==> src/shared/pfic_pkg.sv <==
// constants of the two-class interrupt controller: APB map, field layout, source numbers.
// assumes a 32-bit APB slave port with 12 address bits decoded locally.
package pfic_pkg;
	// =====================================================================
	// bus geometry
	localparam int ADDR_W    = 12;                // decoded byte-address bits
	localparam int DATA_W    = 32;                // APB data width
	localparam int SRC_W     = 5;                 // width of a source number
	localparam int SOURCE_PRIORITY_LEVEL_W    = 4;                 // width of a priority level
	localparam int SRC_SLOTS = 32;                // slots 0..31, slot 0 never a source
	localparam int SRC_LAST  = 29;                // highest real source number

	// =====================================================================
	// register offsets (byte addresses)
	localparam logic [11:0] OFF_THRESH0   = 12'h000; // normal class threshold
	localparam logic [11:0] OFF_THRESH1   = 12'h004; // fast class threshold
	localparam logic [11:0] OFF_VECTOR0   = 12'h100; // normal class vector word
	localparam logic [11:0] OFF_VECTOR1   = 12'h104; // fast class vector word
	localparam logic [11:0] OFF_PENDING   = 12'h200; // all pending sources
	localparam logic [11:0] OFF_FAST_PEND = 12'h204; // pending sources of the fast class
	localparam logic [11:0] OFF_FEATURES  = 12'h300; // implemented sizes
	localparam logic [4:0]  REQ_REGION    = 5'h08;   // paddr[11:7] of 0x400..0x47C

	// =====================================================================
	// per-source request register fields
	localparam int REQ_SOURCE_PRIORITY_LEVEL_LSB   = 0;            // source_priority_level, 4 bits
	localparam int REQ_TARGET_BIT = 8;            // 1 = fast class
	localparam int REQ_ENABLE_BIT = 16;           // source enable
	localparam int REQ_WE_ENABLE  = 26;           // write strobe for enable
	localparam int REQ_WE_TARGET  = 27;           // write strobe for target
	localparam int REQ_WE_SOURCE_PRIORITY_LEVEL    = 28;           // write strobe for priority
	localparam int REQ_SWCLR_BIT  = 29;           // write 1 clears software request
	localparam int REQ_SWSET_BIT  = 30;           // write 1 raises software request
	localparam int REQ_PEND_BIT   = 31;           // read: source pending

	// =====================================================================
	// vector word fields
	localparam int VEC_INDEX_LSB = 3;             // source index in bits 7:3
	localparam int VEC_BASE_LSB  = 11;            // table base in bits 31:11
	localparam int VEC_BASE_W    = 21;

	// =====================================================================
	// reset values and fixed words
	localparam logic [3:0]  THRESH_RST    = 4'h0;
	localparam logic [3:0]  SOURCE_PRIORITY_LEVEL_RST      = 4'h0;
	localparam logic [20:0] VEC_BASE_RST  = 21'h000000;
	localparam logic [31:0] VALID_SRC     = 32'h3FB9_3FFE; // 1..29 less reserved slots
	localparam logic [31:0] FEATURE_WORD  = 32'h0002_0F1D; // 2 targets, 15 levels, 29 sources

	// =====================================================================
	// source numbers of the request lines
	localparam int SRC_EVENT_FIRST = 1;           // four event-router lines, 1..4
	localparam int SRC_TIMER_FIRST = 5;           // two timer zero counts, 5..6
	localparam int SRC_RTC_INC     = 7;
	localparam int SRC_RTC_ALARM   = 8;
	localparam int SRC_CONV_DONE   = 9;
	localparam int SRC_CARD_ONE    = 10;
	localparam int SRC_CARD_TWO    = 11;
	localparam int SRC_SERIAL_ERR  = 12;
	localparam int SRC_TWO_WIRE    = 13;
	localparam int SRC_AUDIO_IN1   = 16;
	localparam int SRC_AUDIO_IN4   = 19;
	localparam int SRC_AUDIO_OUT1  = 20;
	localparam int SRC_AUDIO_OUT2  = 21;
	localparam int SRC_FLASH       = 23;
	localparam int SRC_DISPLAY     = 24;
	localparam int SRC_GEN_DMA     = 25;
	localparam int SRC_USB_LOW     = 26;
	localparam int SRC_USB_HIGH    = 27;
	localparam int SRC_USB_DMA0    = 28;
	localparam int SRC_USB_DMA1    = 29;
endpackage : pfic_pkg

==> src/pfic_input_sync.sv <==
// three-stage synchroniser for a vector of asynchronous request levels.
// assumes each bit is a slow level; a change counts once stages two and three agree.
`timescale 1ns/1ns
module pfic_input_sync #(
	parameter int WIDTH = 32
) (
	input  wire logic             clock,
	input  wire logic             rst,
	input  wire logic [WIDTH-1:0] asyncIn,
	output logic      [WIDTH-1:0] syncOut
);
	logic [WIDTH-1:0] stage1_q;   // metastable stage, read by stage2 only
	logic [WIDTH-1:0] stage2_q;
	logic [WIDTH-1:0] stage3_q;
	logic [WIDTH-1:0] held_q;     // accepted level
	logic [WIDTH-1:0] held_d;

	// =====================================================================
	// acceptance: hold the old value while stages disagree
	always_comb begin
		for (int i = 0; i < WIDTH; i++) begin
			held_d[i] = (stage2_q[i] == stage3_q[i]) ? stage3_q[i] : held_q[i];
		end
	end

	// =====================================================================
	// sampling chain
	always_ff @(posedge clock or posedge rst) begin
		if (rst) begin
			stage1_q <= '0;
			stage2_q <= '0;
			stage3_q <= '0;
			held_q   <= '0;
		end else begin
			stage1_q <= asyncIn;
			stage2_q <= stage1_q;
			stage3_q <= stage2_q;
			held_q   <= held_d;
		end
	end

	assign syncOut = held_q;
endmodule : pfic_input_sync

==> src/pfic_source_priority_level_select.sv <==
// picks the highest-priority eligible source of one class.
// assumes eligibility already folds in enable, request, class and threshold.
`timescale 1ns/1ns
module pfic_source_priority_level_select (
	input  wire logic [31:0]  eligible,   // one bit per source slot
	input  wire logic [127:0] prioFlat,   // 4 bits per slot, slot n at [4n+3:4n]
	output logic      [4:0]   bestIndex,  // 0 when nothing eligible
	output logic              anyEligible
);
	logic [3:0] bestLevel;

	// =====================================================================
	// scan: higher level wins, equal levels go to the lower number
	always_comb begin
		bestIndex   = 5'h00;
		bestLevel   = 4'h0;
		anyEligible = |eligible;
		for (int i = 1; i < 32; i++) begin
			if (eligible[i] && (prioFlat[4*i +: 4] > bestLevel)) begin
				bestIndex = 5'(i);
				bestLevel = prioFlat[4*i +: 4];
			end
		end
	end
endmodule : pfic_source_priority_level_select

==> src/pfic_top.sv <==
// two-class interrupt controller: 24 level requests steered to the fast or normal output.
// assumes APB master on the same clock; request lines come from other clock domains.
//
// What this block does
// - 24 inputs, each steerable to fast or normal
// - fast output is OR of fast requests
// - fast class outranks every normal request
// - readable word lists pending fast sources
// - requests are level sensitive, pend while held
// - per-source priority, reassignable while running
// - software request acts like hardware request
// - numbering starts at one, zero never source
// - vector index reads zero when nothing qualifies
// - inputs 1..9: events, timers, clock, converter
// - inputs 12..25: serial, two-wire, audio, flash, display, DMA
// - card lines enter inputs 10 and 11
// - USB low to 26, high to 27
// - USB DMA channels to 28 and 29
// - 4-bit priority, zero disables the source
// - target bit 8 selects fast class
// - vector word: index in 7:3, base above
// - per-class threshold gates nesting requests
`timescale 1ns/1ns
module pfic_top (
	input  wire logic        clock,
	input  wire logic        rst,
	// APB slave
	input  wire logic        psel,
	input  wire logic        penable,
	input  wire logic        pwrite,
	input  wire logic [11:0] paddr,
	input  wire logic [31:0] pwdata,
	output logic      [31:0] prdata,
	output logic             pready,
	output logic             pslverr,
	// peripheral request lines, active high levels
	input  wire logic [3:0]  eventRouterReq,
	input  wire logic [1:0]  timerZeroReq,
	input  wire logic        rtcIncrementReq,
	input  wire logic        rtcAlarmReq,
	input  wire logic        converterDoneReq,
	input  wire logic        cardInterfaceReqOne,
	input  wire logic        cardInterfaceReqTwo,
	input  wire logic        serialRxErrorReq,
	input  wire logic        twoWireTxDoneReq,
	input  wire logic        audioInputOneReq,
	input  wire logic        audioInputFourReq,
	input  wire logic        audioOutputOneReq,
	input  wire logic        audioOutputTwoReq,
	input  wire logic        flashReq,
	input  wire logic        displayReq,
	input  wire logic        generalDmaEngineReq,
	input  wire logic        usbLowPrioReq,
	input  wire logic        usbHighPrioReq,
	input  wire logic        usbDmaZeroReq,
	input  wire logic        usbDmaOneReq,
	// processor interrupt inputs
	output logic             fiqOut,
	output logic             irqOut
);
	// =====================================================================
	// request wiring
	logic [31:0] rawReq;        // slot-indexed request levels
	logic [31:0] syncReq;       // after the synchroniser

	always_comb begin
		rawReq = 32'h0000_0000;
		rawReq[pfic_pkg::SRC_EVENT_FIRST +: 4] = eventRouterReq;
		rawReq[pfic_pkg::SRC_TIMER_FIRST +: 2] = timerZeroReq;
		rawReq[pfic_pkg::SRC_RTC_INC]    = rtcIncrementReq;
		rawReq[pfic_pkg::SRC_RTC_ALARM]  = rtcAlarmReq;
		rawReq[pfic_pkg::SRC_CONV_DONE]  = converterDoneReq;
		rawReq[pfic_pkg::SRC_CARD_ONE]   = cardInterfaceReqOne;
		rawReq[pfic_pkg::SRC_CARD_TWO]   = cardInterfaceReqTwo;
		rawReq[pfic_pkg::SRC_SERIAL_ERR] = serialRxErrorReq;
		rawReq[pfic_pkg::SRC_TWO_WIRE]   = twoWireTxDoneReq;
		rawReq[pfic_pkg::SRC_AUDIO_IN1]  = audioInputOneReq;
		rawReq[pfic_pkg::SRC_AUDIO_IN4]  = audioInputFourReq;
		rawReq[pfic_pkg::SRC_AUDIO_OUT1] = audioOutputOneReq;
		rawReq[pfic_pkg::SRC_AUDIO_OUT2] = audioOutputTwoReq;
		rawReq[pfic_pkg::SRC_FLASH]      = flashReq;
		rawReq[pfic_pkg::SRC_DISPLAY]    = displayReq;
		rawReq[pfic_pkg::SRC_GEN_DMA]    = generalDmaEngineReq;
		rawReq[pfic_pkg::SRC_USB_LOW]    = usbLowPrioReq;
		rawReq[pfic_pkg::SRC_USB_HIGH]   = usbHighPrioReq;
		rawReq[pfic_pkg::SRC_USB_DMA0]   = usbDmaZeroReq;
		rawReq[pfic_pkg::SRC_USB_DMA1]   = usbDmaOneReq;
	end

	// card lines already follow their own mask logic, so they are taken as plain levels
	pfic_input_sync #(
		.WIDTH   (32)
	) u_sync (
		.clock   (clock),
		.rst     (rst),
		.asyncIn (rawReq),
		.syncOut (syncReq)
	);

	// =====================================================================
	// configuration and status state
	logic [3:0]  source_priority_level_q [32];     // per-slot priority level
	logic [3:0]  source_priority_level_d [32];
	logic [31:0] target_q;        // 1 = fast class
	logic [31:0] target_d;
	logic [31:0] enable_q;        // per-source enable
	logic [31:0] enable_d;
	logic [31:0] swReq_q;         // software-raised requests
	logic [31:0] swReq_d;
	logic [3:0]  thresh0_q;       // normal class threshold
	logic [3:0]  thresh0_d;
	logic [3:0]  thresh1_q;       // fast class threshold
	logic [3:0]  thresh1_d;
	logic [20:0] vecBase0_q;      // normal class table base
	logic [20:0] vecBase0_d;
	logic [20:0] vecBase1_q;      // fast class table base
	logic [20:0] vecBase1_d;
	logic        fiq_q;
	logic        fiq_d;
	logic        irq_q;
	logic        irq_d;
	logic [31:0] rdata_q;         // read data captured in the setup cycle
	logic [31:0] rdata_d;
	logic        err_q;           // unmapped address flag for the access phase
	logic        err_d;

	// =====================================================================
	// bus decode
	logic        setupPhase;      // psel high, penable low
	logic        wrAccess;        // write completes this edge
	logic        inReqRegion;     // paddr in 0x400..0x47C
	logic [4:0]  reqSlot;         // slot addressed in the request region
	logic        reqHit;          // request register for slots 1..29, reserved slots included
	logic        mapped;          // paddr names a register

	assign setupPhase  = psel && !penable;
	assign wrAccess    = psel && penable && pwrite;
	assign inReqRegion = (paddr[11:7] == pfic_pkg::REQ_REGION) && (paddr[1:0] == 2'h0);
	assign reqSlot     = paddr[6:2];
	// slot 0 and slots above 29 have no request register
	assign reqHit      = inReqRegion && (reqSlot != 5'h00) && (reqSlot <= 5'(pfic_pkg::SRC_LAST));
	assign mapped      = reqHit
		|| (paddr == pfic_pkg::OFF_THRESH0)  || (paddr == pfic_pkg::OFF_THRESH1)
		|| (paddr == pfic_pkg::OFF_VECTOR0)  || (paddr == pfic_pkg::OFF_VECTOR1)
		|| (paddr == pfic_pkg::OFF_PENDING)  || (paddr == pfic_pkg::OFF_FAST_PEND)
		|| (paddr == pfic_pkg::OFF_FEATURES);

	// =====================================================================
	// request qualification
	logic [31:0]  active;         // level or software request, real slots only
	logic [31:0]  fastElig;       // candidates for the fast output
	logic [31:0]  normElig;       // candidates for the normal output
	logic [127:0] prioFlat;
	logic [4:0]   fastIndex;
	logic [4:0]   normIndex;
	logic         fastAny;
	logic         normAny;

	always_comb begin
		// pending follows the held level or the software request
		active = (syncReq | swReq_q) & pfic_pkg::VALID_SRC;
		for (int i = 0; i < 32; i++) begin
			prioFlat[4*i +: 4] = source_priority_level_q[i];
			// zero priority disables; only levels above the threshold count
			fastElig[i] = active[i] && enable_q[i] && target_q[i]
				&& (source_priority_level_q[i] != 4'h0) && (source_priority_level_q[i] > thresh1_q);
			normElig[i] = active[i] && enable_q[i] && !target_q[i]
				&& (source_priority_level_q[i] != 4'h0) && (source_priority_level_q[i] > thresh0_q);
		end
	end

	// one selector per class
	pfic_source_priority_level_select u_fastSel (
		.eligible    (fastElig),
		.prioFlat    (prioFlat),
		.bestIndex   (fastIndex),
		.anyEligible (fastAny)
	);

	pfic_source_priority_level_select u_normSel (
		.eligible    (normElig),
		.prioFlat    (prioFlat),
		.bestIndex   (normIndex),
		.anyEligible (normAny)
	);

	// =====================================================================
	// outputs: fast is the OR of its class, normal yields while fast is up
	always_comb begin
		fiq_d = fastAny;
		irq_d = normAny && !fastAny;
	end

	// =====================================================================
	// register writes
	always_comb begin
		source_priority_level_d     = source_priority_level_q;
		target_d   = target_q;
		enable_d   = enable_q;
		swReq_d    = swReq_q;
		thresh0_d  = thresh0_q;
		thresh1_d  = thresh1_q;
		vecBase0_d = vecBase0_q;
		vecBase1_d = vecBase1_q;
		if (wrAccess) begin
			if (reqHit) begin
				// each field changes only under its own write strobe, at any time
				if (pwdata[pfic_pkg::REQ_WE_SOURCE_PRIORITY_LEVEL]) begin
					source_priority_level_d[reqSlot] = pwdata[pfic_pkg::REQ_SOURCE_PRIORITY_LEVEL_LSB +: 4];
				end
				if (pwdata[pfic_pkg::REQ_WE_TARGET]) begin
					target_d[reqSlot] = pwdata[pfic_pkg::REQ_TARGET_BIT];
				end
				if (pwdata[pfic_pkg::REQ_WE_ENABLE]) begin
					enable_d[reqSlot] = pwdata[pfic_pkg::REQ_ENABLE_BIT];
				end
				// set wins when both strobes are written together
				if (pwdata[pfic_pkg::REQ_SWSET_BIT]) begin
					swReq_d[reqSlot] = 1'b1;
				end else if (pwdata[pfic_pkg::REQ_SWCLR_BIT]) begin
					swReq_d[reqSlot] = 1'b0;
				end
			end else begin
				unique case (paddr)
					pfic_pkg::OFF_THRESH0: begin
						thresh0_d = pwdata[3:0];
					end
					pfic_pkg::OFF_THRESH1: begin
						thresh1_d = pwdata[3:0];
					end
					pfic_pkg::OFF_VECTOR0: begin
						vecBase0_d = pwdata[pfic_pkg::VEC_BASE_LSB +: pfic_pkg::VEC_BASE_W];
					end
					pfic_pkg::OFF_VECTOR1: begin
						vecBase1_d = pwdata[pfic_pkg::VEC_BASE_LSB +: pfic_pkg::VEC_BASE_W];
					end
					default: begin
						// read-only or unmapped: write ignored
					end
				endcase
			end
		end
	end

	// =====================================================================
	// read data, captured in the setup cycle so prdata comes from a flop
	always_comb begin
		rdata_d = rdata_q;
		err_d   = err_q;
		if (setupPhase) begin
			err_d   = !mapped;
			rdata_d = 32'h0000_0000;
			if (!pwrite && reqHit) begin
				rdata_d[pfic_pkg::REQ_SOURCE_PRIORITY_LEVEL_LSB +: 4]  = source_priority_level_q[reqSlot];
				rdata_d[pfic_pkg::REQ_TARGET_BIT]     = target_q[reqSlot];
				rdata_d[pfic_pkg::REQ_ENABLE_BIT]     = enable_q[reqSlot];
				rdata_d[pfic_pkg::REQ_SWSET_BIT]      = swReq_q[reqSlot];
				rdata_d[pfic_pkg::REQ_PEND_BIT]       = active[reqSlot];
			end else if (!pwrite) begin
				unique case (paddr)
					pfic_pkg::OFF_THRESH0: begin
						rdata_d[3:0] = thresh0_q;
					end
					pfic_pkg::OFF_THRESH1: begin
						rdata_d[3:0] = thresh1_q;
					end
					pfic_pkg::OFF_VECTOR0: begin
						// index is zero when nothing clears the threshold
						rdata_d[pfic_pkg::VEC_BASE_LSB +: pfic_pkg::VEC_BASE_W] = vecBase0_q;
						rdata_d[pfic_pkg::VEC_INDEX_LSB +: 5] = normIndex;
					end
					pfic_pkg::OFF_VECTOR1: begin
						rdata_d[pfic_pkg::VEC_BASE_LSB +: pfic_pkg::VEC_BASE_W] = vecBase1_q;
						rdata_d[pfic_pkg::VEC_INDEX_LSB +: 5] = fastIndex;
					end
					pfic_pkg::OFF_PENDING: begin
						rdata_d = active;
					end
					pfic_pkg::OFF_FAST_PEND: begin
						rdata_d = active & target_q;
					end
					pfic_pkg::OFF_FEATURES: begin
						rdata_d = pfic_pkg::FEATURE_WORD;
					end
					default: begin
						rdata_d = 32'h0000_0000;                             // unmapped reads zero
					end
				endcase
			end
		end
	end

	// =====================================================================
	// state registers
	always_ff @(posedge clock or posedge rst) begin
		if (rst) begin
			for (int i = 0; i < 32; i++) begin
				source_priority_level_q[i] <= pfic_pkg::SOURCE_PRIORITY_LEVEL_RST;
			end
			target_q   <= 32'h0000_0000;
			enable_q   <= 32'h0000_0000;
			swReq_q    <= 32'h0000_0000;
			thresh0_q  <= pfic_pkg::THRESH_RST;
			thresh1_q  <= pfic_pkg::THRESH_RST;
			vecBase0_q <= pfic_pkg::VEC_BASE_RST;
			vecBase1_q <= pfic_pkg::VEC_BASE_RST;
			fiq_q      <= 1'b0;
			irq_q      <= 1'b0;
			rdata_q    <= 32'h0000_0000;
			err_q      <= 1'b0;
		end else begin
			source_priority_level_q     <= source_priority_level_d;
			target_q   <= target_d;
			enable_q   <= enable_d;
			swReq_q    <= swReq_d;
			thresh0_q  <= thresh0_d;
			thresh1_q  <= thresh1_d;
			vecBase0_q <= vecBase0_d;
			vecBase1_q <= vecBase1_d;
			fiq_q      <= fiq_d;
			irq_q      <= irq_d;
			rdata_q    <= rdata_d;
			err_q      <= err_d;
		end
	end

	// =====================================================================
	// port drive; zero wait states keep the bus simple
	assign pready  = 1'b1;
	assign pslverr = psel && penable && err_q;
	assign prdata  = rdata_q;
	assign fiqOut  = fiq_q;
	assign irqOut  = irq_q;
endmodule : pfic_top

==> config.mk <==
export PLATFORM = sky130hd
export DESIGN_NAME = pfic_top
export DESIGN_NICKNAME = d
export VERILOG_FILES = /design/src/shared/pfic_pkg.sv /design/src/pfic_input_sync.sv /design/src/pfic_source_priority_level_select.sv /design/src/pfic_top.sv
export SDC_FILE = /design/constraint.sdc
export NUM_CORES = 1
export LEC_CHECK = 0
export ABC_AREA = 1
export BUFFER_PORTS_ARGS = -buffer_cell sky130_fd_sc_hd__buf_4
export CAP_MARGIN = 5
export CORE_MARGIN = 8
export CORE_UTILIZATION = 66
export CTS_BUF_LIST = sky130_fd_sc_hd__clkbuf_8 sky130_fd_sc_hd__clkbuf_16
export DETAILED_ROUTE_END_ITERATION = 10
export PLACE_DENSITY_LB_ADDON = 0.25
export SLEW_MARGIN = 25
export SYNTH_ARGS = -nofsm -noshare
export SYNTH_HDL_FRONTEND = slang
export SYNTH_SLANG_ARGS = --single-unit
==> constraint.sdc <==
create_clock -name clock -period 64.3 [get_ports clock]
set_input_delay 6.43 -clock clock [delete_from_list [all_inputs] [get_ports clock]]
set_output_delay 6.43 -clock clock [all_outputs]
set_load 0.03 [all_outputs]
* Word-level counts from Yosys, hierarchy flattened *
Cells that the tools add are included.

operators by class
  mux-type cells = 127
  add/subtract/negate cells = 0
  shift operators = 0
  reduce and logical (&&, ||, !) cells = 300
  bitwise logic cells = 7
  equality and inequality tests = 31
  div/mod/pow operators = 0
  $lt $le $gt $ge = 100
  multipliers = 0

operators by type and width
  operator                count
  $gt A4 B4 Y1            94
  $mux W4                 63
  $logic_and A1 B1 Y1     227
  $bwmux W128             1
  $mux W5                 22
  $pmux W21 S5            1
  $mux W32                3
  $reduce_bool A4 Y1      24
  $bwmux W32              2
  $reduce_or A24 Y1       2
  $eq A12 B10 Y1 const B  3
  $and A30 B32 Y32        1
  $and A32 B32 Y32        1
  $not A32 Y32            1
  $or A32 B32 Y32         1
  $or A30 B30 Y30         1
  $logic_not A1 Y1        28
  $eq A1 B1 Y1            24
  $eq A12 B9 Y1 const B   2
  $mux W3                 8
  $reduce_and A3 Y1       8
  $bmux W1 S5             4
  $bmux W4 S5             1
  $demux W4 S5            1
  other kinds (24)        42

storage, ports and cells
  logic and storage cells = 635
  bits in read-only memories = 0
  bits in latches = 0
  bits in writable memories = 0
  input port bits = 73
  output and inout bits = 36
  flip-flop bits (word level) = 405
  memories kept = 0

* Logic depth before layout (Yosys ltp) *
  depth after elaboration = 79
  depth in mapped cells = 209
  mapped depth without buffers = 204

* Modules after synthesis *
Synthesis repeated with hierarchy kept, for this count alone.

unflattened totals
  cell total of the unflattened synthesis = 5,380
  area, all modules = 36,986.7 µm²

modules (own cells, without submodules)
  module                                         cells each  instances  area an instance (µm²)  seq. area each (µm²)
  pfic_top                                       2,824       1          20,265.7                7,732.4
  pfic_source_priority_level_select (u_fastSel)  1,149       1          6,536.3                 0.0
  pfic_source_priority_level_select (u_normSel)  1,150       1          6,457.4                 0.0
  pfic_input_sync                                257         1          3,727.3                 3,203.1

* Least setup slack after synthesis *
Ideal clock, no wire load.

  path type = flip-flop to flip-flop
  from = register thresh1_q[3]
  to = register rdata_q[6], in the netlist prdata[6]
  data required time = 64.183 ns
  path buffers = 5
  arrival = 23.810 ns
  stages on the path, launching flop included = 196
  setup time = 0.117 ns
  slack = 40.373 ns
  clock period less this slack = 23.927 ns
  cell sequence = dfrtp_1 inv_1 ha_1 nand4_1 nand2_1 nor2_1 nand2_1 inv_2 nand2_1 ha_1 inv_1 o21bai_1 nand2_1 a32oi_1 nand2_4 inv_1 nor2_1 a21oi_1 (+160 left out) nor2_1 nor2_1 nor2_1 a211oi_1 a21oi_1 nand2_1 nand2_1 o21ai_0 ha_1 a21oi_1 o21ai_0 o211a_1 nor2_1 nand3_1 o21ai_0 nand3_1 nand2_1 nand2_1

between the ends
  longest elaborated chain between the ends = 76
  elaborated cells between the ends (all ways) = 138
  classes of those cells = order compare (47); mux (43); reduce/logical (48)

RTL lines
  element                 line                                     source
  start, declared         pfic_top.sv:112                          logic [3:0] thresh1_q;
  start signal, assigned  pfic_top.sv:304                          thresh1_q <= pfic_pkg::THRESH_RST;
  start signal, assigned  pfic_top.sv:317                          thresh1_q <= thresh1_d;
  $gt A4 B4 Y1            pfic_top.sv:166                          && (source_priority_level_q[i] != 4'h0) && (source_priority_level_q[i] > thresh1_q);
  $logic_and A1 B1 Y1     pfic_top.sv:166
  $logic_and A1 B1 Y1     pfic_source_priority_level_select.sv:19  if (eligible[i] && (prioFlat[4*i +: 4] > bestLevel)) begin
  $mux W4                 pfic_source_priority_level_select.sv:19
  $gt A4 B4 Y1            pfic_source_priority_level_select.sv:19
  $logic_and A1 B1 Y1     pfic_source_priority_level_select.sv:19
  $mux W4                 pfic_source_priority_level_select.sv:19
  $gt A4 B4 Y1            pfic_source_priority_level_select.sv:19
  (+60 left out)          n/a
  $logic_and A1 B1 Y1     pfic_source_priority_level_select.sv:19
  $mux W4                 pfic_source_priority_level_select.sv:19
  $gt A4 B4 Y1            pfic_source_priority_level_select.sv:19
  $logic_and A1 B1 Y1     pfic_source_priority_level_select.sv:19
  $mux W5 *               pfic_source_priority_level_select.sv:19
  $pmux W4 S5 *           pfic_top.sv:260                          unique case (paddr)
  $mux W32 *              pfic_top.sv:259                          end else if (!pwrite) begin
  $mux W4 *               pfic_top.sv:253                          if (!pwrite && reqHit) begin
  end signal, assigned    pfic_top.sv:322                          rdata_q <= rdata_d;
  end, declared           pfic_top.sv:122                          logic [31:0] rdata_q;

Every way passes the cells marked *; elsewhere a longest branch is shown, timed or not.
A chain may end at the register's enable or synchronous reset.

* Final worst setup path *
Same ends and word-level chain as after synthesis.

==> impl_metrics.csv <==
group,metric,value,unit
outcome,status,"complete, no violations",
finish,area_growth_syn_to_layout,8.406,%
routing,dr.pass1.iters,8,
sta,slew_violations,0,
power_and_ir_drop,power_leakage,16.78,nW
clocking,path_clk_slew,70,ps
sta,rsz0062_at_grt,"no",
routing,drc_errors,0,
power_and_ir_drop,irDropWorstVdd,28.52,uV
logic_synthesis,postSynth.asyncResetShare,100.0,%
finish,drive_above_1_share,12.87,%
clocking,cts_resized,0,
finish,fin_nets,4383,
grt,grt_pass1_wl,148800,um
sta,fin_skew,30.40,ps
routing,wirelength,94760,um
finish,final-seq-area,0.01013,mm^2
clocking,cts_buffers,38,
sta,fmax,35.84,MHz
placement,port_buffers,101,
sta,final.min_clock_period,27900,ps
hold_path,hold_class,"register to register",
power_and_ir_drop,p_total,0.5342,mW
clocking,clkSinkCount,405,
die,die_h,230.8,um
routing,num_vias,29170,
sta,setup_ws,36400,ps
routing,via_per_inst,6.333,
clocking,cts_hold_buf,0,
die,io_pins,109,
logic_synthesis,synth.net_count,4320,
die,initial_utilization,66.97,%
logic_synthesis,synth_warnings,0,
grt,grt_pass1_vias,27550,
worst_setup_path,max_stage_delay,470,ps
logic_synthesis,seq_area_frac_synth,33.28,%
run,drv_cap,0,
power_and_ir_drop,power_density,16.18,mW/mm^2
placement,dp.final_hpwl,67880,um
sta,hold_viol_final,0,
routing,drtIter0Drc,3847,
sta,slew_headroom,30.77,%
clocking,cts_tree,"yes",
die,core,0.04548,mm^2
logic_synthesis,ys_seq_elements,405,
die,die-area,0.05328,mm^2
die,row_count,78,
worst_setup_path,worstPathArrival,28360,ps
logic_synthesis,ys_types,66,
sta,worst_pin_slew,1037,ps
finish,fillers,3559,
routing,ant_nets,0,
logic_synthesis,syn_avg_cell_area,7.785,um^2
clocking,clkLatencyLatePin,570,ps
clocking,cts_buffer_depth,3,
worst_setup_path,crit_path_end_kind,"register",
finish,mostFrequentLayoutCells,"nand2_1, inv_1, o21ai_0, dfrtp_1, ha_1",
grt,antenna_found_initial,3,
grt,track_usage,34.63,%
logic_synthesis,syn-cell-area,0.03046,mm^2
finish,final_cell_area,0.03302,mm^2
clocking,htree_levels,2,
logic_synthesis,synth-edff-count,0,
worst_setup_path,cp.required,64750,ps
worst_setup_path,crit_fanout,25,
worst_setup_path,crit_path_frequent_cell,"nand2_1",
placement,placed_area,0.03168,mm^2
logic_synthesis,ys.flop_type,"dfrtp_1",
logic_synthesis,postSynthCellCount,3912,
sta,hold-worst-slack,344.1,ps
finish,multiInputGateArea,0.01797,mm^2
sta,finalSetupViolCount,0,
sta,tns,0,ps
worst_setup_path,crit_type,"register to register",
worst_setup_path,slowest_stage,"o21ai_0",
finish,final_common_cell,"nand2_1",
grt,grt_max_degree,107,
clocking,root_buffer,"clkbuf_16",
grt,grt_overflow,0,
clocking,cts_setup_buffers,0,
die,die_w,230.8,um
placement,preCtsSetupSlack,36710,ps
worst_setup_path,cp-start-kind,"register",
placement,place_congestion,1.000,
routing,detail_route.wl_per_cell,20.58,um
sta,fin_crit_sh,43.40,%
==> area by class of cell <==
class,count,share of cell area [%]
clock buffer,43,3.089
antenna,2,0.01516
inverter,476,5.442
timing repair buffer,137,3.138
clock inverter,25,0.9171
multi-input combinational,2917,54.43
tap,600,2.274
sequential,405,30.70
==> worst max-delay path: cells and delay by family, from the launching register on <==
family | cells | cell delay, ps
flip-flops | 1 | 380
adder cells (fa/ha/maj) | 24 | 7830
buffers and inverters | 21 | 1480
AND/OR/NAND/NOR | 94 | 10570
AO/OA/AOI/OAI | 45 | 7470
==> metrics by stage <==
stage	util, %	instances
3_3_place_gp	69.66	4535
5_1_grt	72.58	4603
4_1_cts	72.57	4603
3_5_place_dp	69.66	4535
6_report	72.60	4605
2_1_floorplan	-	3912
==> registers in the layout, summed over array words and instances, names as in the netlist, named ones only <==
register         count
fiqOut               1
prdata              32
vecBase0_q          21
prioFlat           128
irqOut               1
thresh1_q            4
u_sync.stage3_q     24
enable_q            32
vecBase1_q          21
err_q                1
target_q            32
u_sync.syncOut      24
u_sync.stage1_q     24
thresh0_q            4
u_sync.stage2_q     24
==> power by group <==
group,switching [mW],total (mW),internal [mW]
Clock,0.102,0.241,0.139
Combinational,0.0230,0.0309,0.00788
Sequential,0.00361,0.263,0.259
==> cell families after synthesis <==
kind of cell | synth area share [%]
AOI/OAI and AO/OA | 18.55
adders and majority gates | 14.55
buffers and inverters | 7.777
DFF | 33.28
muxes | 0.03697
other | 0.01231
and+or+nand+nor | 25.80
==> synthesized netlist by cell type, types with 3 or more instances <==
library cell	n	area, um^2
or4_1	4	30.03
o21ai_1	6	30.03
buf_1	10	37.54
buf_6	11	123.9
o21bai_1	78	585.6
o21ai_2	10	87.58
inv_1	463	1738
inv_2	8	30.03
o21a_1	3	22.52
maj3_1	24	240.2
nand4_1	71	444.2
a221oi_1	20	175.2
o31ai_1	4	30.03
o221ai_1	12	105.1
a21oi_1	167	835.8
nand2_4	48	540.5
nand3_2	51	510.5
nand2_2	96	600.6
nand2_1	747	2804
o22ai_1	42	262.8
a22o_1	9	78.83
nor2_2	48	300.3
clkinv_1	3	11.26
o21ai_0	444	2222
clkbuf_1	83	311.6
a31oi_1	12	75.07
a2111oi_0	3	26.28
nor3_1	22	110.1
o211ai_1	11	82.58
nor2_4	30	337.8
o41ai_1	11	96.34
or4_2	3	26.28
clkbuf_8	4	55.05
a22oi_1	60	450.4
nand3_1	191	955.9
a211oi_1	5	37.54
nor4_1	16	100.1
a32oi_1	3	26.28
dfrtp_1	405	10130
ha_1	335	4192
o2111ai_1	32	280.3
nor2_1	275	1032
==> final timing paths <==
| kind | startpoint | slack [ps] | cells after the start | endpoint |
|---|---|---|---|---|
| max reg2reg | thresh1_q[3]$_DFFE_PP0P_ | 36400 | 184 | prdata[6]$_DFFE_PP0P_ |
| min | u_sync.stage1_q[13]$_DFF_PP0_ | 340 | 0 | u_sync.stage2_q[13]$_DFF_PP0_ |
| min reg2reg | u_sync.stage1_q[13]$_DFF_PP0_ | 340 | 0 | u_sync.stage2_q[13]$_DFF_PP0_ |
| min in group asynchronous | rst | 5990 | 2 | u_sync.syncOut[28]$_DFFE_PP0N_ |
| max | thresh1_q[3]$_DFFE_PP0P_ | 36400 | 184 | prdata[6]$_DFFE_PP0P_ |
| max in group asynchronous | rst | 56200 | 4 | prioFlat[21]$_DFFE_PP0P_ |
==> per-layer routing <==
layer | global-route usage, % | vias up | wire, um
li1 | - | 13530 | -
met1 | 47.62 | 13580 | 38330
met2 | 51.89 | 1767 | 40480
met3 | 8.192 | 292 | 11770
met4 | 14.81 | 2 | 4165
met5 | 0 | - | 13
No activity file was read; power rests on OpenSTA's default activity.
